<file path="src/tcpc_pkg.sv">
// constants for the cell performance counter bank
`default_nettype none
package tcpc_pkg;
	localparam int ADDR_W      = 8;
	localparam int DATA_W      = 8;
	localparam int CNT_W       = 19;
	localparam int HOLD_W      = 11;
	localparam int NUM_CNT     = 7;
	localparam int IRQ_W       = 2;
	localparam int REF_PER_SEC = 8000;
	localparam int REF_CNT_W   = 13;

	localparam logic [7:0] OFS_IDLE_LO  = 8'h30;
	localparam logic [7:0] OFS_IDLE_MID = 8'h31;
	localparam logic [7:0] OFS_IDLE_HI  = 8'h32;
	localparam logic [7:0] OFS_CELL_DELINEATION_LOSS     = 8'h33;
	localparam logic [7:0] OFS_TX_LO    = 8'h34;
	localparam logic [7:0] OFS_TX_MID   = 8'h35;
	localparam logic [7:0] OFS_TX_HI    = 8'h36;
	localparam logic [7:0] OFS_CORR     = 8'h37;
	localparam logic [7:0] OFS_RX_LO    = 8'h38;
	localparam logic [7:0] OFS_RX_MID   = 8'h39;
	localparam logic [7:0] OFS_RX_HI    = 8'h3a;
	localparam logic [7:0] OFS_UNC      = 8'h3b;
	localparam logic [7:0] OFS_REJ_LO   = 8'h3c;
	localparam logic [7:0] OFS_REJ_HI   = 8'h3d;
	localparam logic [7:0] OFS_CTRL     = 8'h3e;
	localparam logic [7:0] OFS_IRQ_STAT = 8'h3f;
	localparam logic [7:0] OFS_IRQ_MASK = 8'h40;

	localparam logic [2:0] CI_IDLE = 3'h0;
	localparam logic [2:0] CI_CELL_DELINEATION_LOSS = 3'h1;
	localparam logic [2:0] CI_TX   = 3'h2;
	localparam logic [2:0] CI_CORR = 3'h3;
	localparam logic [2:0] CI_RX   = 3'h4;
	localparam logic [2:0] CI_UNC  = 3'h5;
	localparam logic [2:0] CI_REJ  = 3'h6;

	localparam logic [1:0] BYTE_LO  = 2'h0;
	localparam logic [1:0] BYTE_MID = 2'h1;
	localparam logic [1:0] BYTE_HI  = 2'h2;

	localparam int CTRL_LATCH = 0;
	localparam int IRQ_CELL_DELINEATION_LOSS   = 0;
	localparam int IRQ_SEC    = 1;
	localparam logic             CTRL_RST = 1'h0;
	localparam logic [IRQ_W-1:0] MASK_RST = 2'h0;

	function automatic logic [CNT_W-1:0] cnt_mask(input logic [2:0] idx);
		case (idx)
			CI_IDLE, CI_TX, CI_RX: cnt_mask = 19'h7ffff;
			CI_REJ:                cnt_mask = 19'h0ffff;
			default:               cnt_mask = 19'h000ff;
		endcase
	endfunction
endpackage
`default_nettype wire

</file>
<file path="src/tcpc_counters.sv">
// clear-on-read cell performance counter bank with one-second latching
// Contract
// - the idle cell count shows bits 18..16 in its high byte, cleared on read.
// - bits 7..3 of every three-byte high byte read as zero.
// - an 8-bit count rises once per loss of delineation, not on regain.
// - the delineation interrupt fires on both loss and regain.
// - sent cells are counted in 19 bits over three bytes, cleared on read.
// - corrected header errors are counted in 8 bits, cleared on read.
// - received cells are counted in 19 bits over three bytes, cleared on read.
// - uncorrected header errors are counted in 8 bits, cleared on read.
// - rejected cells are counted in 16 bits over two bytes, cleared on read.
// - with latching on, counts show the last full second and stay clear.
// - a one-second event follows 8000 periods of the 8 kHz reference.
`default_nettype none
module tcpc_counters
	import tcpc_pkg::*;
#(
	parameter int REF_PERIODS = tcpc_pkg::REF_PER_SEC
)(
	input  wire logic                        core_clk,
	input  wire logic                        nrst,
	input  wire logic                        ce,
	input  wire logic [tcpc_pkg::ADDR_W-1:0] addr,
	input  wire logic [tcpc_pkg::DATA_W-1:0] wrData,
	input  wire logic                        wrStb,
	input  wire logic                        rdStb,
	output var  logic [tcpc_pkg::DATA_W-1:0] rdData,
	input  wire logic                        idleCellEvt,
	input  wire logic                        cellDelineationLoss,
	input  wire logic                        sentCellEvt,
	input  wire logic                        fixedHecEvt,
	input  wire logic                        rxCellEvt,
	input  wire logic                        unfixedHecEvt,
	input  wire logic                        rejCellEvt,
	input  wire logic                        refClk8k,
	output var  logic                        oneSecondPulse,
	output var  logic                        irq
);
	import tcpc_pkg::*;

	localparam logic [REF_CNT_W-1:0] REF_LAST =
		REF_CNT_W'(REF_PERIODS - 1);

	// address decode: {hit, byte, counter index}
	function automatic logic [5:0] reg_sel(input logic [ADDR_W-1:0] a);
		case (a)
			OFS_IDLE_LO:  reg_sel = {1'b1, BYTE_LO, CI_IDLE};
			OFS_IDLE_MID: reg_sel = {1'b1, BYTE_MID, CI_IDLE};
			OFS_IDLE_HI:  reg_sel = {1'b1, BYTE_HI, CI_IDLE};
			OFS_CELL_DELINEATION_LOSS:     reg_sel = {1'b1, BYTE_LO, CI_CELL_DELINEATION_LOSS};
			OFS_TX_LO:    reg_sel = {1'b1, BYTE_LO, CI_TX};
			OFS_TX_MID:   reg_sel = {1'b1, BYTE_MID, CI_TX};
			OFS_TX_HI:    reg_sel = {1'b1, BYTE_HI, CI_TX};
			OFS_CORR:     reg_sel = {1'b1, BYTE_LO, CI_CORR};
			OFS_RX_LO:    reg_sel = {1'b1, BYTE_LO, CI_RX};
			OFS_RX_MID:   reg_sel = {1'b1, BYTE_MID, CI_RX};
			OFS_RX_HI:    reg_sel = {1'b1, BYTE_HI, CI_RX};
			OFS_UNC:      reg_sel = {1'b1, BYTE_LO, CI_UNC};
			OFS_REJ_LO:   reg_sel = {1'b1, BYTE_LO, CI_REJ};
			OFS_REJ_HI:   reg_sel = {1'b1, BYTE_HI, CI_REJ};
			default:      reg_sel = 6'h00;
		endcase
	endfunction

	function automatic logic [CNT_W-1:0] cnt_inc(
		input logic [CNT_W-1:0] v,
		input logic [2:0]       idx
	);
		cnt_inc = (v + 19'h00001) & cnt_mask(idx);
	endfunction

	logic                 refMeta;
	logic                 refSync;
	logic                 refPrev;
	logic [REF_CNT_W-1:0] refCnt;
	logic                 oneSec;
	logic                 locdPrev;
	logic                 latchEn;
	logic [IRQ_W-1:0]     irqStat;
	logic [IRQ_W-1:0]     irqMask;
	logic [CNT_W-1:0]     acc [NUM_CNT];
	logic [CNT_W-1:0]     shown [NUM_CNT];
	logic [HOLD_W-1:0]    hold [NUM_CNT];

	logic [REF_CNT_W-1:0] next_refCnt;
	logic                 next_oneSec;
	logic                 next_latchEn;
	logic [IRQ_W-1:0]     next_irqStat;
	logic [IRQ_W-1:0]     next_irqMask;
	logic                 next_irq;
	logic [CNT_W-1:0]     next_acc [NUM_CNT];
	logic [CNT_W-1:0]     next_shown [NUM_CNT];
	logic [HOLD_W-1:0]    next_hold [NUM_CNT];
	logic [DATA_W-1:0]    next_rdData;

	logic                 refEdge;
	logic                 locdRise;
	logic                 locdChg;
	logic                 loadSec;
	logic [NUM_CNT-1:0]   evt;
	logic [NUM_CNT-1:0]   clrHit;
	logic [5:0]           sel;
	logic                 selHit;
	logic [1:0]           selByte;
	logic [2:0]           selIdx;
	logic [CNT_W-1:0]     view [NUM_CNT];

	assign refEdge  = refSync & ~refPrev;
	assign locdRise = cellDelineationLoss & ~locdPrev;
	assign locdChg  = cellDelineationLoss ^ locdPrev;
	assign loadSec  = oneSec & latchEn;
	assign evt = {rejCellEvt, unfixedHecEvt, rxCellEvt, fixedHecEvt,
		sentCellEvt, locdRise, idleCellEvt};
	assign sel     = reg_sel(addr);
	assign selHit  = sel[5];
	assign selByte = sel[4:3];
	assign selIdx  = sel[2:0];

	// one-second timebase from the synchronised reference
	always_comb
	begin
		next_refCnt = refCnt;
		next_oneSec = 1'b0;
		if (refEdge)
		begin
			if (refCnt == REF_LAST)
			begin
				next_refCnt = '0;
				next_oneSec = 1'b1;
			end
			else
				next_refCnt = refCnt + 13'h0001;
		end
	end

	always_ff @(posedge core_clk or negedge nrst)
	begin
		if (!nrst)
		begin
			refMeta  <= 1'b0;
			refSync  <= 1'b0;
			refPrev  <= 1'b0;
			refCnt   <= '0;
			oneSec   <= 1'b0;
			locdPrev <= 1'b0;
		end
		else if (ce)
		begin
			refMeta  <= refClk8k;
			refSync  <= refMeta;
			refPrev  <= refSync;
			refCnt   <= next_refCnt;
			oneSec   <= next_oneSec;
			locdPrev <= cellDelineationLoss;
		end
	end

	// counters: live accumulators and the latched one-second snapshot
	always_comb
	begin
		for (int i = 0; i < NUM_CNT; i++)
		begin
			view[i] = latchEn ? shown[i] : acc[i];
			clrHit[i] = rdStb && selHit && selByte == BYTE_LO
				&& selIdx == 3'(i);
			next_acc[i]   = acc[i];
			next_shown[i] = shown[i];
			if (loadSec)
			begin
				next_shown[i] = acc[i];
				next_acc[i]   = evt[i] ? 19'h00001 : 19'h00000;
			end
			else
			begin
				if (clrHit[i] && !latchEn)
					next_acc[i] = evt[i] ? 19'h00001 : 19'h00000;
				else if (evt[i])
					next_acc[i] = cnt_inc(acc[i], 3'(i));
				if (clrHit[i] && latchEn)
					next_shown[i] = '0;
			end
		end
	end

	always_ff @(posedge core_clk or negedge nrst)
	begin
		if (!nrst)
		begin
			for (int i = 0; i < NUM_CNT; i++)
			begin
				acc[i]   <= '0;
				shown[i] <= '0;
			end
		end
		else if (ce)
		begin
			for (int i = 0; i < NUM_CNT; i++)
			begin
				acc[i]   <= next_acc[i];
				shown[i] <= next_shown[i];
			end
		end
	end

	// register read path with upper-byte capture
	always_comb
	begin
		next_rdData = 8'h00;
		for (int i = 0; i < NUM_CNT; i++)
			next_hold[i] = hold[i];
		if (rdStb && selHit)
		begin
			case (selByte)
				BYTE_LO:
				begin
					next_rdData = view[selIdx][7:0];
					next_hold[selIdx] = view[selIdx][18:8];
				end
				BYTE_MID:
					next_rdData = hold[selIdx][7:0];
				BYTE_HI:
					if (selIdx == CI_REJ)
						next_rdData = hold[selIdx][7:0];
					else
						next_rdData = {5'h00, hold[selIdx][10:8]};
				default:
					next_rdData = 8'h00;
			endcase
		end
		else if (rdStb && addr == OFS_CTRL)
			next_rdData = {7'h00, latchEn};
		else if (rdStb && addr == OFS_IRQ_STAT)
			next_rdData = {6'h00, irqStat};
		else if (rdStb && addr == OFS_IRQ_MASK)
			next_rdData = {6'h00, irqMask};
	end

	always_ff @(posedge core_clk or negedge nrst)
	begin
		if (!nrst)
		begin
			rdData <= 8'h00;
			for (int i = 0; i < NUM_CNT; i++)
				hold[i] <= '0;
		end
		else if (ce)
		begin
			rdData <= next_rdData;
			for (int i = 0; i < NUM_CNT; i++)
				hold[i] <= next_hold[i];
		end
	end

	// control, sticky interrupt status and mask
	always_comb
	begin
		logic [IRQ_W-1:0] setBits;
		logic [IRQ_W-1:0] clrBits;
		setBits = '0;
		clrBits = '0;
		setBits[IRQ_CELL_DELINEATION_LOSS] = locdChg;
		setBits[IRQ_SEC]  = oneSec;
		next_latchEn = latchEn;
		next_irqMask = irqMask;
		if (wrStb && addr == OFS_CTRL)
			next_latchEn = wrData[CTRL_LATCH];
		if (wrStb && addr == OFS_IRQ_MASK)
			next_irqMask = wrData[IRQ_W-1:0];
		if (wrStb && addr == OFS_IRQ_STAT)
			clrBits = wrData[IRQ_W-1:0];
		// set beats a clear in the same cycle
		next_irqStat = (irqStat & ~clrBits) | setBits;
		next_irq = |(next_irqStat & next_irqMask);
	end

	always_ff @(posedge core_clk or negedge nrst)
	begin
		if (!nrst)
		begin
			latchEn        <= CTRL_RST;
			irqMask        <= MASK_RST;
			irqStat        <= '0;
			irq            <= 1'b0;
			oneSecondPulse <= 1'b0;
		end
		else if (ce)
		begin
			latchEn        <= next_latchEn;
			irqMask        <= next_irqMask;
			irqStat        <= next_irqStat;
			irq            <= next_irq;
			oneSecondPulse <= next_oneSec;
		end
	end
endmodule
`default_nettype wire

</file>
<file path="config.mk">
export PLATFORM = sky130hd
export DESIGN_NAME = tcpc_counters
export DESIGN_NICKNAME = d
export VERILOG_FILES = /design/src/tcpc_pkg.sv /design/src/tcpc_counters.sv
export SDC_FILE = /design/constraint.sdc
export NUM_CORES = 1
export LEC_CHECK = 0
export ABC_AREA = 1
export ABC_CLOCK_PERIOD_IN_PS = 5800
export BUFFER_PORTS_ARGS = -buffer_cell sky130_fd_sc_hd__buf_2
export CORE_UTILIZATION = 35
export CTS_CLUSTER_DIAMETER = 200
export CTS_CLUSTER_SIZE = 16
export DETAILED_ROUTE_END_ITERATION = 6
export GPL_TIMING_DRIVEN = 0
export PLACE_DENSITY_LB_ADDON = 0.25
export SYNTH_ARGS = -nofsm -noshare
export SYNTH_HDL_FRONTEND = slang
export SYNTH_SLANG_ARGS = --single-unit
</file>
<file path="constraint.sdc">
create_clock -name core_clk -period 5.8 [get_ports core_clk]
set_clock_uncertainty 0.05 [all_clocks]
set_input_delay 0 -clock core_clk [delete_from_list [all_inputs] [get_ports core_clk]]
set_output_delay 0 -clock core_clk [all_outputs]
set_load 0.01 [all_outputs]
</file>
Word level (Yosys, flattened, before mapping)
Memories as Yosys holds them, arrays and structs flattened.
Index checks and enable logic that the tools add are counted.

word-level totals
  flip-flop bits (word level) = 375
  latch bits = 0
  bits in writable memories = 0
  ROM bits = 384
  output and inout port bits = 10
  memories = 1

memory list
  name              words  width  rd ports  clocked after Yosys merged registers in  wr ports  RTL line             RTL
  (name not given)  64     6      1         0                                        0         tcpc_counters.sv:46  case (a)

cells by class
  $add $sub $neg = 8
  multiply operators = 0
  divide/modulo/power cells = 0
  $lt $le $gt $ge = 2
  eq/ne operators = 12
  shift-type cells = 0
  multiplexer cells = 91
  bitwise operators = 18
  reductions and logical operators = 66

operators by type and width
  kind                                                  number
  two-way mux 19 bit                                    65
  adder 19 x 1 -> 19 bit (second input constant)        7
  AND 19 bit                                            7
  bitwise mux 77 bit                                    1
  binary-select mux 19 bit (select 3 bit)               1
  binary-select mux 11 bit (select 3 bit)               1
  demux 11 bit (select 3 bit)                           1
  two-way mux 11 bit                                    3
  AND reduction 2 bit                                   16
  logical AND 1 bit                                     30
  case mux 8 bit (3 select lines)                       1
  nonzero test 3 bit                                    7
  equality test 8 x 6 -> 1 bit (second input constant)  2
  two-way mux 8 bit                                     2
  nonzero test 2 bit                                    7
  adder 13 x 1 -> 13 bit (second input constant)        1
  equality test 13 bit (second input constant)          1
  two-way mux 13 bit                                    1
  two-way mux 2 bit                                     5
  equality test 3 bit (second input constant)           3
  two-way mux 1 bit                                     9
  equality test 8 x 7 -> 1 bit (second input constant)  1
  equality test 3 x 2 -> 1 bit (second input constant)  2
  two-way mux 6 bit                                     1
  17 further kinds                                      22

Logic depth before layout (Yosys ltp)
Gate-level depths: netlist of run 1.

  depth after elaboration = 12
  mapped depth = 15
  gate-level depth less buffers = 14

Least setup slack after synthesis of run 1
Ideal clock, no wire load.

  path type = flip-flop to flip-flop
  start = register latchEn
  end = register acc[100] in the netlist's numbering
  library setup time = 129 ps
  data arrival time = 1,796 ps
  data required time = 5,621 ps
  setup slack = 3,825 ps
  cell stages (with the launch flop) = 10
  path buffers = 3
  period minus slack after synthesis = 1,975 ps
  path through = dfrtp_1 clkbuf_1 inv_1 clkbuf_1 clkbuf_1 nand2_1 nand2_1 nand2_1 nand2_1 o21ai_0

between the ends
  cells in the longest elaborated chain, start to end = 4
  elaborated cells on any way between the ends = 7
  classes of those cells = mux: 2; bitwise: 1; reduce/logical: 4

RTL lines
  item                                                                        RTL line              RTL
  from (decl)                                                                 tcpc_counters.sv:78   logic latchEn;
  from (signal assigned)                                                      tcpc_counters.sv:288  latchEn <= next_latchEn;
  logical NOT 1 bit                                                           tcpc_counters.sv:175  if (clrHit[i] && !latchEn)
  logical AND 1 bit                                                           tcpc_counters.sv:175
  nonzero test 3 bit (no source line) or two-way mux 19 bit (tied branches)   -
  AND reduction 2 bit (no source line) or two-way mux 19 bit (tied branches)  -
  to (signal, indexed assignment)                                             tcpc_counters.sv:199  acc[i] <= next_acc[i];
  to (decl)                                                                   tcpc_counters.sv:81   logic [CNT_W-1:0] acc [NUM_CNT];

Several ways; a longest one is shown, not always the timed one.
A chain may end at the register's enable or synchronous reset.

Final worst setup path of run 1
  start = register latchEn
  end = register hold[27] in the netlist's numbering

between the ends
  cells in the longest elaborated chain, start to end = 5
  elaborated cells on any way between the ends = 11
  classes of those cells = mux: 11

RTL lines
  item                                                        RTL line              RTL
  two-way mux 19 bit                                          tcpc_counters.sv:163  view[i] = latchEn ? shown[i] : acc[i];
  binary-select mux 19 bit (select 3 bit) (*)                 tcpc_counters.sv:217  next_hold[selIdx] = view[selIdx][18:8];
  two-way mux 19 bit (not written as such) (*) (2 in series)  tcpc_counters.sv:217
  bitwise mux 77 bit (*)                                      tcpc_counters.sv:217
  to (signal, indexed assignment)                             tcpc_counters.sv:250  hold[i] <= next_hold[i];
  to (decl)                                                   tcpc_counters.sv:83   logic [HOLD_W-1:0] hold [NUM_CNT];

Mark *: on every way between the ends. The rest lies on a longest branch, timed or not. The select of a mux whose other input is x is not followed.

==> results.cfg, run 1 <==
[run_status]
run_status = finished, violations left
failing_checks = hold timing

[finish]
finish.instance_area_um2 = 18540
nets = 2421
area.growth.synth_to_final_pct = 10.42
num_antenna_cells = 0
nFillCells = 4886
finalCoreUtilization_pct = 39.49
drive_above_1_share_pct = 5.791

[worst_hold_path]
worstHoldPathType = in2async

[clocking]
post_cts.repair.setup_buffers = 0
cts_root_buf = sky130_fd_sc_hd__clkbuf_16
numCtsBuffers = 22
clockBufferDepth = 3
clock_transition_at_path_regs_ns = 0.08
cts_tree = built
cts.sink_count = 298
cts.htree.levels = 1
worst_skew_pair.late_latency_ns = 0.56

[worst_setup_path]
critPathArrivalTime_ns = 3.93
critical_path.slowest_cell = sky130_fd_sc_hd__nor3_1
cp_cell_sequence = clkbuf_1 -> clkbuf_1 -> buf_1 -> o21ai_0 -> nand2_1 -> nand2_1 -> nor3_1 -> o21ai_0
worst_path_max_stage_delay_ns = 0.70
reg2reg_depth = 8
critical_path_class = reg2reg
required_ns = 6.13
critical_path_peak_fanout = 10
timing.rr.end = hold[27]$_DFFE_PN0P_
regToRegStartpoint = latchEn$_DFFE_PN0P_
worst_setup_path_start_kind = flop
r2r_slack_ns = 2.20
worstSetupEndpointType = flop

[synth]
synth_most_common_cell = sky130_fd_sc_hd__nand2_1
synth.cells.most_frequent = sky130_fd_sc_hd__nand2_1, sky130_fd_sc_hd__dfrtp_1, sky130_fd_sc_hd__inv_1
synth-async-reset-ratio_pct = 100.0
ys_warn_count = 0
netlist_area_um2 = 16790
syn_nets = 2345
synth_top_area_cell = sky130_fd_sc_hd__dfrtp_1
ys_ff_latch = 298
synth-main-ff-cell = sky130_fd_sc_hd__dfrtp_1
synth_cell_types = 43
part_of_the_yosys_area_used_for_sequential_elements_pct = 44.41
synth_cells = 2307
post-synth-top-area-fraction_pct = 44.41
synth_enable_flop_cells = 0
synthesis.area_per_instance_um2 = 7.278
synthTopCellsByArea = sky130_fd_sc_hd__dfrtp_1, sky130_fd_sc_hd__nand2_1, sky130_fd_sc_hd__o21ai_0, sky130_fd_sc_hd__nand3_1, sky130_fd_sc_hd__inv_1

[placement]
finalWeightedCongestion = 0.9433
dpl_cell_area_um2 = 17780
place_worst_setup_slack_ns = 2.346
place.port_buffers = 32
detailed_place_hpwl_um = 43070

[route]
initialDrtViolationCount = 1497
drt_pre_antenna_iters = 6
vias = 15934
avgRoutedWirePerCell_um = 19.24
routed_wirelength_um = 57540
route.detailed.drc = 0
final_antenna_net_count = 0
via_per_inst = 5.329

[floorplanning]
chipHeight_um = 221.0
io_pins = 39
dieWidth_um = 221.0
core.rowCount = 79
die_area_um2 = 48850
core_um2 = 46950
initial_core_util_pct = 35.76

[sta]
rsz0062_at_grt = no
setup_viol_count_final = 0
timing_hold_violations_final = 2
setup_ws_ns = 2.197
final.hold.worst_slack_ns = -0.003856
fin_crit_sh_pct = 62.12
slew_viol_final = 0
max_freq_ghz = 0.2775
maxSlewHeadroom_pct = 13.97
finalWorstPathRequiredPeriod_ns = 3.603
max_slew.worst_pin.slew_ns = 1.283

[power]
irDropWorstVdd_mv = 0.1838
power.density_nw_per_um2 = 277.0
cellLeakagePower_uw = 0.008587
totalPowerFinal_uw = 5136

[global_routing]
grt_pass1_wl_um = 89240
grt_pass1_vias = 15281
grt_antenna_before_repair = 1
grt.total_usage_pct = 23.41
grt_start_max_net_pins = 109
grt_overflow = 0

[job]
max_cap_violations = 0
through the flow:
stage | std cells | setup TNS, ns
after floorplan | 2307 | 0
after global routing | 2990 | 0
after detailed placement | 2948 | 0
after global placement | 2946 | -372.14
after CTS | 2990 | 0
final | 2990 | 0
report_power, final:
group / internal [µW] / switching, µW / total, µW
Clock: 703 / 768 / 1470
Combinational: 362 / 695 / 1060
Sequential: 2290 / 323 / 2610
state kept, by name, indices dropped and copies added (netlist names):
| register | count |
|---|---|
| refSync | 1 |
| hold | 72 |
| locdPrev | 1 |
| refPrev | 1 |
| irqStat | 2 |
| oneSecondPulse | 1 |
| rdData | 8 |
| irq | 1 |
| refMeta | 1 |
| refCnt | 13 |
| latchEn | 1 |
| acc | 97 |
| irqMask | 2 |
| shown | 97 |
logic make-up after synthesis:
group	share of synthesized area, %
compound gates	12.47
xor+xnor	3.025
fa+ha+maj	0.6707
buf+inv	9.329
flops	44.41
mux	0.2385
simple gates	29.85
critical path, delay by kind of cell, from the launching register on:
kind / cells / cell delay [ns]
simple gates: 3 / 0.96
buf+inv: 3 / 1.63
compound gates: 2 / 0.45
flops: 1 / 0.33
cell usage in the layout (no fill, tap or decap), drive strengths merged, types with 18 or more instances in the layout:
| cell type | n |
|---|---|
| a21oi | 69 |
| buf | 72 |
| clkbuf | 87 |
| dfrtp | 298 |
| dlygate4sd3 | 18 |
| inv | 291 |
| nand2 | 569 |
| nand3 | 242 |
| nand4 | 41 |
| nor2 | 209 |
| nor3 | 71 |
| o211ai | 24 |
| o21ai | 283 |
| xor2 | 51 |
worst max path at each step:
stage	slack, ns	from	endpoint
4_1_cts	2.33	latchEn$_DFFE_PN0P_	hold[27]$_DFFE_PN0P_
3_3_place_gp	-1.28	nrst	acc[21]$_DFFE_PN0P_
2_1_floorplan	3.82	latchEn$_DFFE_PN0P_	acc[100]$_DFFE_PN0P_
3_5_place_dp	2.35	latchEn$_DFFE_PN0P_	hold[27]$_DFFE_PN0P_
6_report	2.20	latchEn$_DFFE_PN0P_	hold[27]$_DFFE_PN0P_
5_1_grt	2.11	latchEn$_DFFE_PN0P_	hold[71]$_DFFE_PN0P_
timing repair:
action | CTS | global route
hold endpoints to repair | 145 | 0
setup endpoints to repair | 0 | 0
gates resized for setup | 0 | 0
hold buffers | 18 | 0
layer usage:
metal  global-route usage, %  routed length, µm  vias to the layer above
met1                   31.64              25580                     7678
li1                        -                  -                     7607
met3                   5.125               4121                      108
met2                   37.26              25840                      539
met5                       0                 13                        -
met4                   7.376               1983                        2
cell type report:
cell class / instances / area, µm² / share of cell area (%)
plain buffers: 102 / 455.4 / 2.456
multi-input cells: 1611 / 7767 / 41.89
well taps: 607 / 759.5 / 4.096
inverters: 296 / 1111 / 5.993
clock buffers: 23 / 575.6 / 3.104
flip-flops and latches: 298 / 7457 / 40.22
clock inverters: 1 / 8.758 / 0.04724
repair buffers: 52 / 405.4 / 2.187
Power figures use the tool's default switching activity.
==> inputs of run 2 (changes only) <==
- ABC_CLOCK_PERIOD_IN_PS: 5800 -> 3100
- clock period: 5.8 -> 3.1 ns (I/O delays scaled with it)
==> run 2 against run 1 <==
The flow now finishes without violations. Register-to-register slack got worse by 2.1 ns. Combinational power is 88% higher. Non-clock buffer count unchanged. Final area increased by 0.25%. Via count is essentially flat. Die area is the same. First-iteration DRC count is 5.9% higher. Routed wire length grew 0.21%. Count of clock-buffer cells in the layout did not move. Setup slack worse by 2.1 ns. Critical endpoint is now rdData[7]$_DFFE_PN0P_.
==> results.cfg, run 2 (synthesis gave the netlist of run 1 again) <==
[run_status]
run_status = finished, final reports clean

[sta]
finalWorstPathRequiredPeriod_ns = 3.011
rsz0062_at_grt = no
setup_tns_ns = 0
max_slew.worst_pin.slew_ns = 1.202
max_freq_ghz = 0.3321
setup_viol_count_final = 0
fin_crit_sh_pct = 97.14
slew_viol_final = 0
final.hold.worst_slack_ns = 0.0009031
timing_hold_violations_final = 0
maxSlewHeadroom_pct = 19.88

[placement]
place.port_buffers = 32
detailed_place_hpwl_um = 43070
finalWeightedCongestion = 0.9433
post-place-cells = 2948
dpl_cell_area_um2 = 17780

[floorplanning]
core_um2 = 46950
dieWidth_um = 221.0
io_pins = 39
die_area_um2 = 48850
core.rowCount = 79
initial_core_util_pct = 35.76
chipHeight_um = 221.0

[worst_setup_path]
r2r_slack_ns = 0.09
worst_setup_path_start_kind = flop
timing.rr.end = rdData[7]$_DFFE_PN0P_
regToRegStartpoint = latchEn$_DFFE_PN0P_
critPathArrivalTime_ns = 3.39
reg2reg_depth = 10
critical_path_peak_fanout = 10
critical_path_class = reg2reg
worstSetupEndpointType = flop
required_ns = 3.48

[power]
power.density_nw_per_um2 = 517.0
cellLeakagePower_uw = 0.008644
totalPowerFinal_uw = 9610
irDropWorstVdd_mv = 0.3412

[route]
routed_wirelength_um = 57660
topRoutingLayerUsed = met5
final_antenna_net_count = 0
avgRoutedWirePerCell_um = 19.28
wl_met2_um = 25950
drt_pre_antenna_iters = 6
vias = 15935
via_per_inst = 5.329
detail_route.wirelength.met1_um = 25590
initialDrtViolationCount = 1586
route.detailed.drc = 0
met3WireLength_um = 4185

[finish]
commonest_cells_after_routing_fill_and_taps_aside = sky130_fd_sc_hd__nand2_1, sky130_fd_sc_hd__dfrtp_1, sky130_fd_sc_hd__inv_1, sky130_fd_sc_hd__o21ai_0, sky130_fd_sc_hd__nand3_1
finalNonFillerCells = 2990
biggestRegsByFlops = acc: 97 flops, shown: 97 flops, hold: 72 flops
mostFrequentLayoutCell = sky130_fd_sc_hd__nand2_1
num_antenna_cells = 0
nets = 2421
finish.instance_area_um2 = 18590
nFillCells = 4880
drive_above_1_share_pct = 6.672
area.growth.synth_to_final_pct = 10.69

[global_routing]
grt_start_max_net_pins = 109
grt_overflow = 0
grt_antenna_before_repair = 1
grt_pass1_vias = 15280
grt_pass1_wl_um = 89270
grt.total_usage_pct = 23.42

[clocking]
clock_transition_at_path_regs_ns = 0.08
cts.sink_count = 298
numCtsBuffers = 22
post_cts.repair.setup_buffers = 0
cts_tree = built
clockBufferDepth = 3
cts_root_buf = sky130_fd_sc_hd__clkbuf_16
cts.htree.levels = 1
worst_skew_pair.late_latency_ns = 0.56

[worst_hold_path]
worstHoldPathType = in2async

[job]
max_cap_violations = 0
## run 2: cell types whose count changed in the layout (fill, tap and decap cells not counted)
| cell | previous run | this run |
|---|---|---|
| sky130_fd_sc_hd__a211oi_2 | 0 | 1 |
| sky130_fd_sc_hd__nand2_2 | 11 | 12 |
| sky130_fd_sc_hd__nor3_2 | 0 | 4 |
| sky130_fd_sc_hd__a211oi_1 | 1 | 0 |
| sky130_fd_sc_hd__clkbuf_1 | 64 | 50 |
| sky130_fd_sc_hd__buf_1 | 5 | 4 |
| sky130_fd_sc_hd__clkbuf_2 | 0 | 14 |
| sky130_fd_sc_hd__nand2_1 | 557 | 556 |
| sky130_fd_sc_hd__nor3_1 | 71 | 67 |
| sky130_fd_sc_hd__buf_2 | 53 | 54 |
## run 2: how the worst max path moves through the flow
| stage | start | endpoint | slack [ns] | depth (start not counted) |
|---|---|---|---|---|
| 2_1_floorplan | latchEn$_DFFE_PN0P_ | acc[100]$_DFFE_PN0P_ | 1.12 | 9 |
| 3_3_place_gp | nrst | acc[21]$_DFFE_PN0P_ | -3.98 | 1 |
| 3_5_place_dp | latchEn$_DFFE_PN0P_ | hold[27]$_DFFE_PN0P_ | -0.35 | 8 |
| 4_1_cts | latchEn$_DFFE_PN0P_ | rdData[7]$_DFFE_PN0P_ | 0.06 | 10 |
| 5_1_grt | latchEn$_DFFE_PN0P_ | hold[50]$_DFFE_PN0P_ | 0.007 | 8 |
| 6_report | latchEn$_DFFE_PN0P_ | rdData[7]$_DFFE_PN0P_ | 0.09 | 10 |
## run 2: stage by stage
step	util (%)	setup slack (ns)
final	39.59	0.08881
after global routing	39.59	0.007125
after CTS	39.57	0.06214
after detailed placement	37.86	-0.3544
after global placement	37.72	-3.976
after floorplan	-	1.125
## run 2: report_power, final
part / internal, µW / total, µW / leakage, µW / switching (µW)
Sequential: 4280 / 4880 / 0.00331 / 604
Combinational: 681 / 1990 / 0.00504 / 1310
Clock: 1320 / 2740 / 0.000288 / 1430
Total: 6270 / 9610 / 0.00864 / 3340
## run 2: area by class of cell
cell class                 count  area [µm²]  share of cell area (%)
tap                          607       759.5                   4.086
buffer                       102       474.2                   2.551
timing repair buffer          52       405.4                   2.181
multi-input combinational   1611        7795                   41.94
sequential                   298        7457                   40.12
clock buffer                  23       575.6                   3.097
clock inverter                 1       8.758                 0.04712
inverter                     296        1111                   5.978
## run 2: timing repair
action / CTS / global route
resized for setup: 13 / 17
hold buffers: 18 / 0
pin swaps: 0 / 0
endpoints found under the setup margin: 133 / 58
endpoints found under the hold margin: 145 / 0
## run 2: per-layer routing
layer  track usage (%)  up-vias
met5                 0        -
met4             7.376        2
met3             4.993      101
met2             37.32      545
met1             31.69     7685
li1                  -     7602
## run 2: critical path: stages (launching register included)
cell and delay, ns:
sky130_fd_sc_hd__dfrtp_1 0.32, sky130_fd_sc_hd__clkbuf_1 0.30, sky130_fd_sc_hd__clkbuf_2 0.32, sky130_fd_sc_hd__clkbuf_2 0.37, sky130_fd_sc_hd__nor2_1 0.12, sky130_fd_sc_hd__a21oi_1 0.42, sky130_fd_sc_hd__o21ai_0 0.18, sky130_fd_sc_hd__o21ai_0 0.50
sky130_fd_sc_hd__nand2_1 0.16, sky130_fd_sc_hd__nand2_1 0.09, sky130_fd_sc_hd__nand2_1 0.05
